### src/verilog/dsw_cfg.svh
`ifndef DSW_CFG_SVH
`define DSW_CFG_SVH

// ***************************************************************
// Register byte offsets on the plain register port.
// ***************************************************************
`define DSW_ADDR_W 8
`define DSW_OFF_MR0 8'h00
`define DSW_OFF_MR1 8'h04
`define DSW_OFF_STAT 8'h08

// ***************************************************************
// Mode register field positions and reset values.
// ***************************************************************
`define DSW_MR0_DLL_RST 8
`define DSW_MR1_DLL_OFF 0
`define DSW_MR1_RTT0 2
`define DSW_MR1_RTT1 6
`define DSW_MR1_WL_EN 7
`define DSW_MR1_RTT2 9
`define DSW_MR1_QOFF 12
`define DSW_MR_RST 16'h0000

// ***************************************************************
// Status register field positions.
// ***************************************************************
`define DSW_ST_DLL_EN 0
`define DSW_ST_LOCKED 1
`define DSW_ST_WL 2
`define DSW_ST_SR 3
`define DSW_ST_PD 4
`define DSW_ST_CLK_IGN 5
`define DSW_ST_FB_LO 6
`define DSW_ST_FB_UP 7

// ***************************************************************
// Feedback lanes on the data bus.
// ***************************************************************
`define DSW_DQ_W 16
`define DSW_FB_LO_BIT 0
`define DSW_FB_UP_BIT 8

// ***************************************************************
// Timing figures in their own units.
// ***************************************************************
`define DSW_CLK_MHZ 20
`define DSW_T_CKSRE_NS 10
`define DSW_T_WLO_NS 9
`define DSW_DLLK_NCK 512

`endif

### src/verilog/dsw_pkg.sv
`include "dsw_cfg.svh"

package dsw_pkg;

    // Power state of the device as seen by the clock-change logic.
    typedef enum logic [1:0] {
        DSW_IDLE,
        DSW_SELF_REF,
        DSW_PWR_DOWN
    } dsw_pwr_t;

    // Whole state of the top module.
    typedef struct packed {
        logic [15:0] mr0;
        logic [15:0] mr1;
        dsw_pwr_t pwr;
        logic [3:0] sre_cnt;
        logic clk_ign;
        logic [15:0] lock_cnt;
        logic locked;
        logic cke_prev;
        logic strobe_term;
        logic dq_term;
        logic [31:0] rdata;
    } dsw_core_st_t;

    // Whole state of one leveling feedback lane.
    typedef struct packed {
        logic strobe_prev;
        logic smp;
        logic [3:0] cnt;
        logic fb;
    } dsw_wlfb_st_t;

endpackage : dsw_pkg

### src/verilog/dsw_sync.sv
`timescale 1ns/1ps

// Two-stage synchroniser for a group of pin levels.
module dsw_sync #(
    parameter int W = 1
) (
    input wire logic mclk,
    input wire logic nrst,
    input wire logic [W-1:0] din,
    output logic [W-1:0] dout
);
    import dsw_pkg::*;

    // Both stages kept as one packed state word.
    typedef struct packed {
        logic [W-1:0] s1;
        logic [W-1:0] s2;
    } dsw_sync_st_t;

    dsw_sync_st_t st_ff; // Current stages.
    dsw_sync_st_t nxt_st; // Next stages.

    // The first stage feeds only the second stage.
    always_comb begin
        nxt_st = st_ff;
        nxt_st.s1 = din;
        nxt_st.s2 = st_ff.s1;
    end

    // Registers clear to zero under reset.
    always_ff @(posedge mclk or negedge nrst) begin
        if (!nrst) begin
            st_ff <= '0;
        end else begin
            st_ff <= nxt_st;
        end
    end

    assign dout = st_ff.s2;

endmodule : dsw_sync

### src/verilog/dsw_wlfb.sv
`timescale 1ns/1ps
`include "dsw_cfg.svh"

// One byte lane of write leveling feedback: the strobe rising edge
// samples the clock level and the result is driven after a delay.
module dsw_wlfb #(
    parameter int WLO_NS = `DSW_T_WLO_NS
) (
    input wire logic mclk,
    input wire logic nrst,
    input wire logic en,
    input wire logic strobe,
    input wire logic ck,
    output logic fb
);
    import dsw_pkg::*;

    // Longest output delay rounds down, but never below one cycle.
    localparam int WLO_RAW = (WLO_NS * `DSW_CLK_MHZ) / 1000;
    localparam int WLO_CYC = (WLO_RAW < 1) ? 1 : WLO_RAW;

    dsw_wlfb_st_t st_ff; // Current lane state.
    dsw_wlfb_st_t nxt_st; // Next lane state.
    logic rise; // Strobe rising edge in this cycle.

    assign rise = strobe && !st_ff.strobe_prev;

    // Capture on the edge, then release the sample when the delay ends.
    always_comb begin
        nxt_st = st_ff;
        nxt_st.strobe_prev = strobe;
        if (!en) begin
            // Outside leveling the lane drives low and forgets any sample.
            nxt_st.cnt = 4'h0;
            nxt_st.fb = 1'b0;
        end else if (rise) begin
            // The sampled level is the feedback value itself.
            if (WLO_CYC == 1) begin
                nxt_st.fb = ck;
            end else begin
                nxt_st.smp = ck;
                nxt_st.cnt = 4'(WLO_CYC - 1);
            end
        end else if (st_ff.cnt != 4'h0) begin
            nxt_st.cnt = st_ff.cnt - 4'h1;
            if (st_ff.cnt == 4'h1) begin
                nxt_st.fb = st_ff.smp;
            end
        end
    end

    // State clears under reset.
    always_ff @(posedge mclk or negedge nrst) begin
        if (!nrst) begin
            st_ff <= '0;
        end else begin
            st_ff <= nxt_st;
        end
    end

    assign fb = st_ff.fb;

    // ***************************************************************
    // Assertions
    // ***************************************************************
    property p_fb_idle;
        @(posedge mclk) disable iff (!nrst) !en |=> !fb;
    endproperty
    a_fb_idle: assert property (p_fb_idle)
        else $error("feedback driven outside leveling");

    property p_fb_delay;
        @(posedge mclk) disable iff (!nrst)
            (rise && en) |-> ##WLO_CYC (fb == $past(ck, WLO_CYC) || !$past(en));
    endproperty
    a_fb_delay: assert property (p_fb_delay)
        else $error("feedback late or wrong after strobe edge");

    property p_fb_value;
        @(posedge mclk) disable iff (!nrst)
            $changed(fb) && en |-> fb == $past(ck, WLO_CYC);
    endproperty
    a_fb_value: assert property (p_fb_value)
        else $error("feedback does not match sampled clock");

endmodule : dsw_wlfb

### src/verilog/dsw_core.sv
// Implementation choices: the address map and strobed register access.
`timescale 1ns/1ps
`include "dsw_cfg.svh"


// DLL on/off switching, clock-change tracking and write leveling
// feedback for one DDR3 device, with its mode registers on a plain port.
module dsw_core #(
    parameter int DLLK_CYC = `DSW_DLLK_NCK,
    parameter int CKSRE_NS = `DSW_T_CKSRE_NS,
    parameter int WLO_NS = `DSW_T_WLO_NS
) (
    input wire logic mclk,
    input wire logic nrst,
    input wire logic [`DSW_ADDR_W-1:0] reg_addr,
    input wire logic [31:0] reg_wdata,
    input wire logic reg_wr,
    input wire logic reg_rd,
    output logic [31:0] reg_rdata,
    input wire logic cke_pin,
    input wire logic refresh_cmd_pin,
    input wire logic odt_pin,
    input wire logic ck_pin,
    input wire logic lower_lane_strobe_pair,
    input wire logic upper_lane_strobe_pair,
    output logic [`DSW_DQ_W-1:0] dq_out,
    output logic dq_oe,
    output logic strobe_term_on,
    output logic dq_term_on,
    output logic dll_enabled,
    output logic dll_locked
);
    import dsw_pkg::*;

    // ***************************************************************
    // Derived timing counts
    // ***************************************************************
    // Least time: round up, never below one cycle.
    localparam int CKSRE_RAW = (CKSRE_NS * `DSW_CLK_MHZ + 999) / 1000;
    localparam int CKSRE_CYC = (CKSRE_RAW < 1) ? 1 : CKSRE_RAW;

    // ***************************************************************
    // Declarations
    // ***************************************************************
    dsw_core_st_t st_ff; // Current state of the whole block.
    dsw_core_st_t nxt_st; // Next state of the whole block.
    logic [5:0] pins_raw; // Pin levels before synchronising.
    logic [5:0] pins_s; // Pin levels after two flip-flops.
    logic cke_s, ref_s, odt_s, ck_s; // Power, termination and clock pins, synchronised.
    logic lo_strobe_s, up_strobe_s; // Lane strobes, synchronised.
    logic wl_active; // Write leveling mode is on.
    logic rtt_en; // Any nominal termination is programmed.
    logic fb_en; // Leveling lanes may sample and drive.
    logic fb_lo, fb_up; // Lower and upper lane feedback bits.
    logic wr_mr0, wr_mr1; // Writes to mode registers 0 and 1.

    // ***************************************************************
    // Helpers
    // ***************************************************************
    // Address match, shared by the write and read decoders.
    function automatic logic f_hit(
        input logic [`DSW_ADDR_W-1:0] addr,
        input logic [`DSW_ADDR_W-1:0] off
    );
        f_hit = (addr == off);
    endfunction : f_hit

    // ***************************************************************
    // Pin synchronisers
    // ***************************************************************
    // All pins come from outside the mclk domain.
    assign pins_raw = {upper_lane_strobe_pair, lower_lane_strobe_pair,
                       ck_pin, odt_pin, refresh_cmd_pin, cke_pin};

    dsw_sync #(
        .W(6)
    ) u_sync (
        .mclk(mclk),
        .nrst(nrst),
        .din(pins_raw),
        .dout(pins_s)
    );

    assign {up_strobe_s, lo_strobe_s, ck_s, odt_s, ref_s, cke_s} = pins_s;

    // ***************************************************************
    // Mode decode
    // ***************************************************************
    assign wl_active = st_ff.mr1[`DSW_MR1_WL_EN];
    assign rtt_en = st_ff.mr1[`DSW_MR1_RTT0] | st_ff.mr1[`DSW_MR1_RTT1]
                  | st_ff.mr1[`DSW_MR1_RTT2];
    // Once the clock is a don't-care the lanes must not sample it.
    assign fb_en = wl_active && !st_ff.clk_ign;
    assign wr_mr0 = reg_wr && f_hit(reg_addr, `DSW_OFF_MR0);
    assign wr_mr1 = reg_wr && f_hit(reg_addr, `DSW_OFF_MR1);

    // ***************************************************************
    // Leveling feedback lanes
    // ***************************************************************
    // Each byte lane has its own sampler so skew is measured per lane.
    dsw_wlfb #(
        .WLO_NS(WLO_NS)
    ) u_fb_lo (
        .mclk(mclk),
        .nrst(nrst),
        .en(fb_en),
        .strobe(lo_strobe_s),
        .ck(ck_s),
        .fb(fb_lo)
    );

    dsw_wlfb #(
        .WLO_NS(WLO_NS)
    ) u_fb_up (
        .mclk(mclk),
        .nrst(nrst),
        .en(fb_en),
        .strobe(up_strobe_s),
        .ck(ck_s),
        .fb(fb_up)
    );

    // ***************************************************************
    // Next-state logic
    // ***************************************************************
    // Register writes, DLL lock tracking, power states and termination.
    always_comb begin
        nxt_st = st_ff;
        nxt_st.cke_prev = cke_s;
        nxt_st.rdata = 32'h0;
        // Mode register 0: the DLL reset bit is self-clearing.
        if (wr_mr0) begin
            nxt_st.mr0 = reg_wdata[15:0];
            nxt_st.mr0[`DSW_MR0_DLL_RST] = 1'b0;
        end
        // Mode register 1: holds DLL off, leveling, output disable.
        if (wr_mr1) begin
            nxt_st.mr1 = reg_wdata[15:0];
        end
        // DLL lock: a reset starts relocking, counted on the memory clock.
        if (wr_mr1 && reg_wdata[`DSW_MR1_DLL_OFF]) begin
            // Switching the DLL off drops lock at once.
            nxt_st.locked = 1'b0;
            nxt_st.lock_cnt = 16'h0;
        end else if (wr_mr0 && reg_wdata[`DSW_MR0_DLL_RST]
                     && !st_ff.mr1[`DSW_MR1_DLL_OFF]) begin
            nxt_st.locked = 1'b0;
            nxt_st.lock_cnt = 16'(DLLK_CYC);
        end else if (st_ff.lock_cnt != 16'h0 && !st_ff.clk_ign) begin
            // Relocking pauses while the clock is ignored.
            nxt_st.lock_cnt = st_ff.lock_cnt - 16'h1;
            if (st_ff.lock_cnt == 16'h1) begin
                nxt_st.locked = 1'b1;
            end
        end

        // Power states: entry on a falling clock enable, exit on rising.
        unique case (st_ff.pwr)
            DSW_IDLE: begin
                if (st_ff.cke_prev && !cke_s) begin
                    nxt_st.pwr = ref_s ? DSW_SELF_REF : DSW_PWR_DOWN;
                    nxt_st.sre_cnt = 4'(CKSRE_CYC);
                end
            end
            DSW_SELF_REF: begin
                if (cke_s) begin
                    // Exit: the clock is trusted again.
                    nxt_st.pwr = DSW_IDLE;
                    nxt_st.clk_ign = 1'b0;
                end else if (st_ff.sre_cnt != 4'h0) begin
                    nxt_st.sre_cnt = st_ff.sre_cnt - 4'h1;
                end else begin
                    nxt_st.clk_ign = 1'b1;
                end
            end
            DSW_PWR_DOWN: begin
                // The clock keeps counting here; only the state is kept.
                if (cke_s) begin
                    nxt_st.pwr = DSW_IDLE;
                end else if (st_ff.sre_cnt != 4'h0) begin
                    nxt_st.sre_cnt = st_ff.sre_cnt - 4'h1;
                end
            end
        endcase
        // Termination: in leveling ODT switches the strobes only.
        if (st_ff.pwr == DSW_SELF_REF) begin
            // Termination is unavailable in self-refresh.
            nxt_st.strobe_term = 1'b0;
            nxt_st.dq_term = 1'b0;
        end else if (wl_active) begin
            nxt_st.strobe_term = odt_s;
            nxt_st.dq_term = 1'b0;
        end else begin
            nxt_st.strobe_term = odt_s && rtt_en;
            nxt_st.dq_term = odt_s && rtt_en;
        end

        // Register read: data stand one cycle after the strobe only.
        if (reg_rd) begin // Unmapped addresses read as zero.
            if (f_hit(reg_addr, `DSW_OFF_MR0)) begin
                nxt_st.rdata = {16'h0, st_ff.mr0};
            end else if (f_hit(reg_addr, `DSW_OFF_MR1)) begin
                nxt_st.rdata = {16'h0, st_ff.mr1};
            end else if (f_hit(reg_addr, `DSW_OFF_STAT)) begin
                nxt_st.rdata[`DSW_ST_DLL_EN] = !st_ff.mr1[`DSW_MR1_DLL_OFF];
                nxt_st.rdata[`DSW_ST_LOCKED] = st_ff.locked;
                nxt_st.rdata[`DSW_ST_WL] = wl_active;
                nxt_st.rdata[`DSW_ST_SR] = (st_ff.pwr == DSW_SELF_REF);
                nxt_st.rdata[`DSW_ST_PD] = (st_ff.pwr == DSW_PWR_DOWN);
                nxt_st.rdata[`DSW_ST_CLK_IGN] = st_ff.clk_ign;
                nxt_st.rdata[`DSW_ST_FB_LO] = fb_lo;
                nxt_st.rdata[`DSW_ST_FB_UP] = fb_up;
            end
        end
    end

    // ***************************************************************
    // State register
    // ***************************************************************
    // Reset leaves the DLL enabled but unlocked, leveling off.
    always_ff @(posedge mclk or negedge nrst) begin
        if (!nrst) begin
            st_ff <= '0;
            st_ff.mr0 <= `DSW_MR_RST;
            st_ff.mr1 <= `DSW_MR_RST;
        end else begin
            st_ff <= nxt_st;
        end
    end

    // ***************************************************************
    // Outputs
    // ***************************************************************
    // Prime bits carry feedback, the rest are held low.
    always_comb begin
        dq_out = '0;
        dq_out[`DSW_FB_LO_BIT] = fb_lo;
        dq_out[`DSW_FB_UP_BIT] = fb_up;
    end

    // Output disable keeps the data pins released during leveling.
    assign dq_oe = wl_active && !st_ff.mr1[`DSW_MR1_QOFF];
    assign strobe_term_on = st_ff.strobe_term;
    assign dq_term_on = st_ff.dq_term;
    assign dll_enabled = !st_ff.mr1[`DSW_MR1_DLL_OFF];
    assign dll_locked = st_ff.locked;
    assign reg_rdata = st_ff.rdata;

    // ***************************************************************
    // Assertions
    // ***************************************************************
    property p_dll_off;
        @(posedge mclk) disable iff (!nrst)
            wr_mr1 && reg_wdata[`DSW_MR1_DLL_OFF]
            |=> !dll_enabled && !dll_locked;
    endproperty
    a_dll_off: assert property (p_dll_off)
        else $error("DLL still on after disabling write");

    property p_dll_stays_off;
        @(posedge mclk) disable iff (!nrst)
            !dll_enabled && !wr_mr1 |=> !dll_enabled && !dll_locked;
    endproperty
    a_dll_stays_off: assert property (p_dll_stays_off)
        else $error("DLL came back without a register write");

    property p_clk_ign;
        @(posedge mclk) disable iff (!nrst)
            st_ff.pwr == DSW_SELF_REF && st_ff.sre_cnt == 4'h0 && !cke_s
            |=> st_ff.clk_ign;
    endproperty
    a_clk_ign: assert property (p_clk_ign)
        else $error("clock not ignored after entry delay");

    property p_ign_only_sr;
        @(posedge mclk) disable iff (!nrst)
            st_ff.clk_ign |-> st_ff.pwr == DSW_SELF_REF && !fb_en;
    endproperty
    a_ign_only_sr: assert property (p_ign_only_sr)
        else $error("clock ignored outside self-refresh");

    property p_wl_mode;
        @(posedge mclk) disable iff (!nrst)
            wr_mr1 |=> wl_active == $past(reg_wdata[`DSW_MR1_WL_EN]);
    endproperty
    a_wl_mode: assert property (p_wl_mode)
        else $error("leveling mode does not follow register bit");

    property p_wl_term;
        @(posedge mclk) disable iff (!nrst)
            wl_active && st_ff.pwr != DSW_SELF_REF
            |=> !dq_term_on && strobe_term_on == $past(odt_s);
    endproperty
    a_wl_term: assert property (p_wl_term)
        else $error("leveling termination wrong");

    property p_lanes;
        @(posedge mclk) disable iff (!nrst)
            dq_oe |-> dq_out[`DSW_FB_LO_BIT] == fb_lo
                      && dq_out[`DSW_FB_UP_BIT] == fb_up
                      && $countones(dq_out) <= 2;
    endproperty
    a_lanes: assert property (p_lanes)
        else $error("lane feedback on wrong data bit");

    c_sr_ignore: cover property (@(posedge mclk) disable iff (!nrst)
        $rose(st_ff.clk_ign));
    c_relock: cover property (@(posedge mclk) disable iff (!nrst)
        $rose(dll_locked));
    c_wl_rise: cover property (@(posedge mclk) disable iff (!nrst)
        wl_active && $rose(fb_lo));

endmodule : dsw_core

### config.mk
export PLATFORM = sky130hd
export DESIGN_NAME = dsw_core
export DESIGN_NICKNAME = d
export VERILOG_FILES = /design/src/verilog/dsw_pkg.sv /design/src/verilog/dsw_sync.sv /design/src/verilog/dsw_wlfb.sv /design/src/verilog/dsw_core.sv
export VERILOG_INCLUDE_DIRS = /design/src /design/src/verilog
export SDC_FILE = /design/constraint.sdc
export NUM_CORES = 1
export LEC_CHECK = 0
export BUFFER_PORTS_ARGS = -buffer_cell sky130_fd_sc_hd__buf_2
export CELL_PAD_IN_SITES_DETAIL_PLACEMENT = 0
export CELL_PAD_IN_SITES_GLOBAL_PLACEMENT = 1
export CORE_ASPECT_RATIO = 2
export CORE_MARGIN = 3
export CORE_UTILIZATION = 46
export CTS_CLUSTER_DIAMETER = 100
export CTS_CLUSTER_SIZE = 28
export DETAILED_ROUTE_END_ITERATION = 6
export GPL_TIMING_DRIVEN = 0
export PLACE_DENSITY = 0.87
export SYNTH_ARGS = -nofsm -noshare
export SYNTH_HDL_FRONTEND = slang
export SYNTH_SLANG_ARGS = --single-unit
### constraint.sdc
create_clock -name mclk -period 6 [get_ports mclk]
set_input_delay 0.9 -clock mclk [delete_from_list [all_inputs] [get_ports mclk]]
set_output_delay 0.9 -clock mclk [all_outputs]
set_load 0.1 [all_outputs]
==> impl_metrics.ini <==
[cts]
clock_latency_ps = 340
clk_pin_slew_ps = 60
cts_root_buffer = clkbuf_16
cts_htree_levels = 3
post_cts_buffers = 0
cts_sinks = 98
ctsResizeCount = 0
cts_tree = yes
ctsHoldBuffers = 0
numCtsBuffers = 9
cts_buffer_depth = 2

[critical_path]
worstPathRequired_ps = 6190
crit_arrival_ps = 3060
cp-start-kind = primary input
path_class = in -> reg
end_kind = flip-flop
crit_fanout = 10

[run_status]
status = complete, no violations

[floorplanning]
core-area_um2 = 9890
die_h_um = 149
die_w_um = 77.6
num_io_pins = 103
start_util = 0.477
die-area_um2 = 11600
rows = 51

[routing]
drc = 0
routedWlPerCell_um = 15.0
drt_first_pass_iters = 4
vias_per_cell = 5.13
ant_nets = 0
wirelength_um = 9940
routed-via-count = 3407
drtIter0Drc = 189

[timing]
tns_ps = 0
setup_viol = 0
hold_violations = 0
rsz0062_at_grt = no
fmax_mhz = 349
fin_skew_ps = 7.29
fin_crit_sh = 0.478
max_slew_margin = 0.493
worst_pin_slew_ps = 753
slew_violations = 0
finalCriticalPeriod_ps = 2870

[global_routing]
grt_pass1_vias = 3452
gr-total-overflow = 0
grt_start_max_net_pins = 51
grt_usage = 0.182
grt_pass1_wl_um = 16500
antenna_found_initial = 0

[final_layout]
area_delta_synth_final_pct = 18.4
antenna_cells = 0
layout_common_cells = dfrtp_1 (98), buf_2 (56), buf_4 (49), mux2_2 (31), conb_1 (30)
drive_above_1_share = 0.305
fillers = 863
layout_commonest_cell = dfrtp_1
nets = 588

[logic_synthesis]
synth_xor_area_frac = 0.0130
ys_seq_elements = 98
synth_top_family_by_area = simple AND/OR/NAND/NOR gates
ys_async_sr_fraction = 1.00
synth_compound_area_frac = 0.115
synthMuxAreaShare = 0.0761
synth_cell_types = 53
syn_inst = 430
ys_seq_area_frac = 0.520
synth-simple-area-share = 0.142
yosysWarnings = 0
netlist_area_um2 = 4720
synth_fa_ha_area_frac = 0.0292
avgSynthCellArea_um2 = 11.0
synth_edf_count = 0
synth-main-ff-cell = dfrtp_1

[placed_design]
gp_congestion = 0.837
port_buffers = 56
place_hpwl_um = 7530

[power]
power_uw = 1760
powerDensity_nw_per_um2 = 315
p_leak_uw = 0.00266
peakVddDrop_uv = 227

[flow_run]
cap_violations = 0

[min_path]
hold_path.class = reg -> reg
area by class of cell:
class / instances / area [um^2] / area share
clock inverter: 4 / 26.3 / 0.00470
timing repair buffer: 57 / 310 / 0.0556
buffer: 59 / 410 / 0.0735
sequential: 98 / 2450 / 0.439
clock buffer: 12 / 256 / 0.0459
multi-input combinational: 280 / 1880 / 0.337
tap: 132 / 165 / 0.0296
inverter: 22 / 82.6 / 0.0148
critical path: stages:
cell,delay (ps)
buf_2,110
clkbuf_1,220
nor4b_1,560
a22oi_1,220
nor2_1,490
clkbuf_1,460
a21oi_1,90
sequential cells by signal, summed over array words and instances (netlist names):
name / flops
u_fb_up.fb: 1
u_fb_lo.st_ff: 5
dq_term_on: 1
u_sync.dout: 6
u_fb_lo.fb: 1
strobe_term_on: 1
dll_locked: 1
u_sync.nxt_st: 6
reg_rdata: 16
u_fb_up.st_ff: 5
st_ff: 55
cells in the mapped netlist (4+ instances only):
master    count  area share
mux2_2       31       0.074
clkbuf_1      9      0.0072
inv_1        22       0.018
dfrtp_1      98        0.52
nand2b_1      5      0.0066
a21oi_1      29       0.031
a211oi_1      4      0.0064
or4_1         9       0.014
nor2_1       29       0.023
xnor2_1       4      0.0074
o21ai_0      14       0.015
a22oi_1       9       0.014
buf_4        48       0.076
or3_1        10       0.013
o31ai_1       5      0.0080
nor3_1       12       0.013
ha_1         11       0.029
nand3_1       7      0.0074
nor2b_1      11       0.015
nand2_1      11      0.0088
power by group:
group	internal [uW]	total, uW	switching [uW]
Clock	303	540	237
Sequential	729	799	69.7
Combinational	148	421	273
Total	1180	1760	579
layer usage:
metal	up-vias	track usage	wire length, um
li1	1650	-	-
met1	1636	0.187	3660
met2	91	0.334	5490
met3	30	0.0399	419
met4	0	0.0980	376
met5	-	0	0
path summary, 6_finish.rpt:
check | from | endpoint | slack (ps) | cells after the start
worst max-delay path | reg_addr[3] | st_ff[48] | 3130 | 7
worst min-delay path | u_sync.nxt_st[3] | u_sync.dout[3] | 350 | 0
worst max register to register | st_ff[36] | st_ff[45] | 3400 | 7
worst min register to register | u_sync.nxt_st[3] | u_sync.dout[3] | 350 | 0
max in group asynchronous | nrst | dq_term_on | 4730 | 2
min in group asynchronous | nrst | st_ff[88] | 590 | 1
cells by family after synthesis:
| logic type | count (synthesis) |
|---|---|
| flops | 98 |
| simple gates | 117 |
| xor+xnor | 7 |
| compound gates | 83 |
| buf+inv | 81 |
| mux | 32 |
| fa+ha+maj | 11 |
| other cells | 1 |
per-stage QoR:
step / instances / util / instance area, um^2 / setup slack (ps) / hold slack, ps
3_5_place_dp: 648 / 0.536 / 5300 / 2710 / 336
5_1_grt: 664 / 0.565 / 5590 / 2850 / 358
2_1_floorplan: 459 / - / 4830 / 3410 / 331
6_report: 664 / 0.565 / 5590 / 3130 / 347
4_1_cts: 664 / 0.565 / 5590 / 3110 / 350
3_3_place_gp: 647 / 0.533 / 5270 / 2790 / 333
Note: power is estimated with default switching activity, not from simulation.
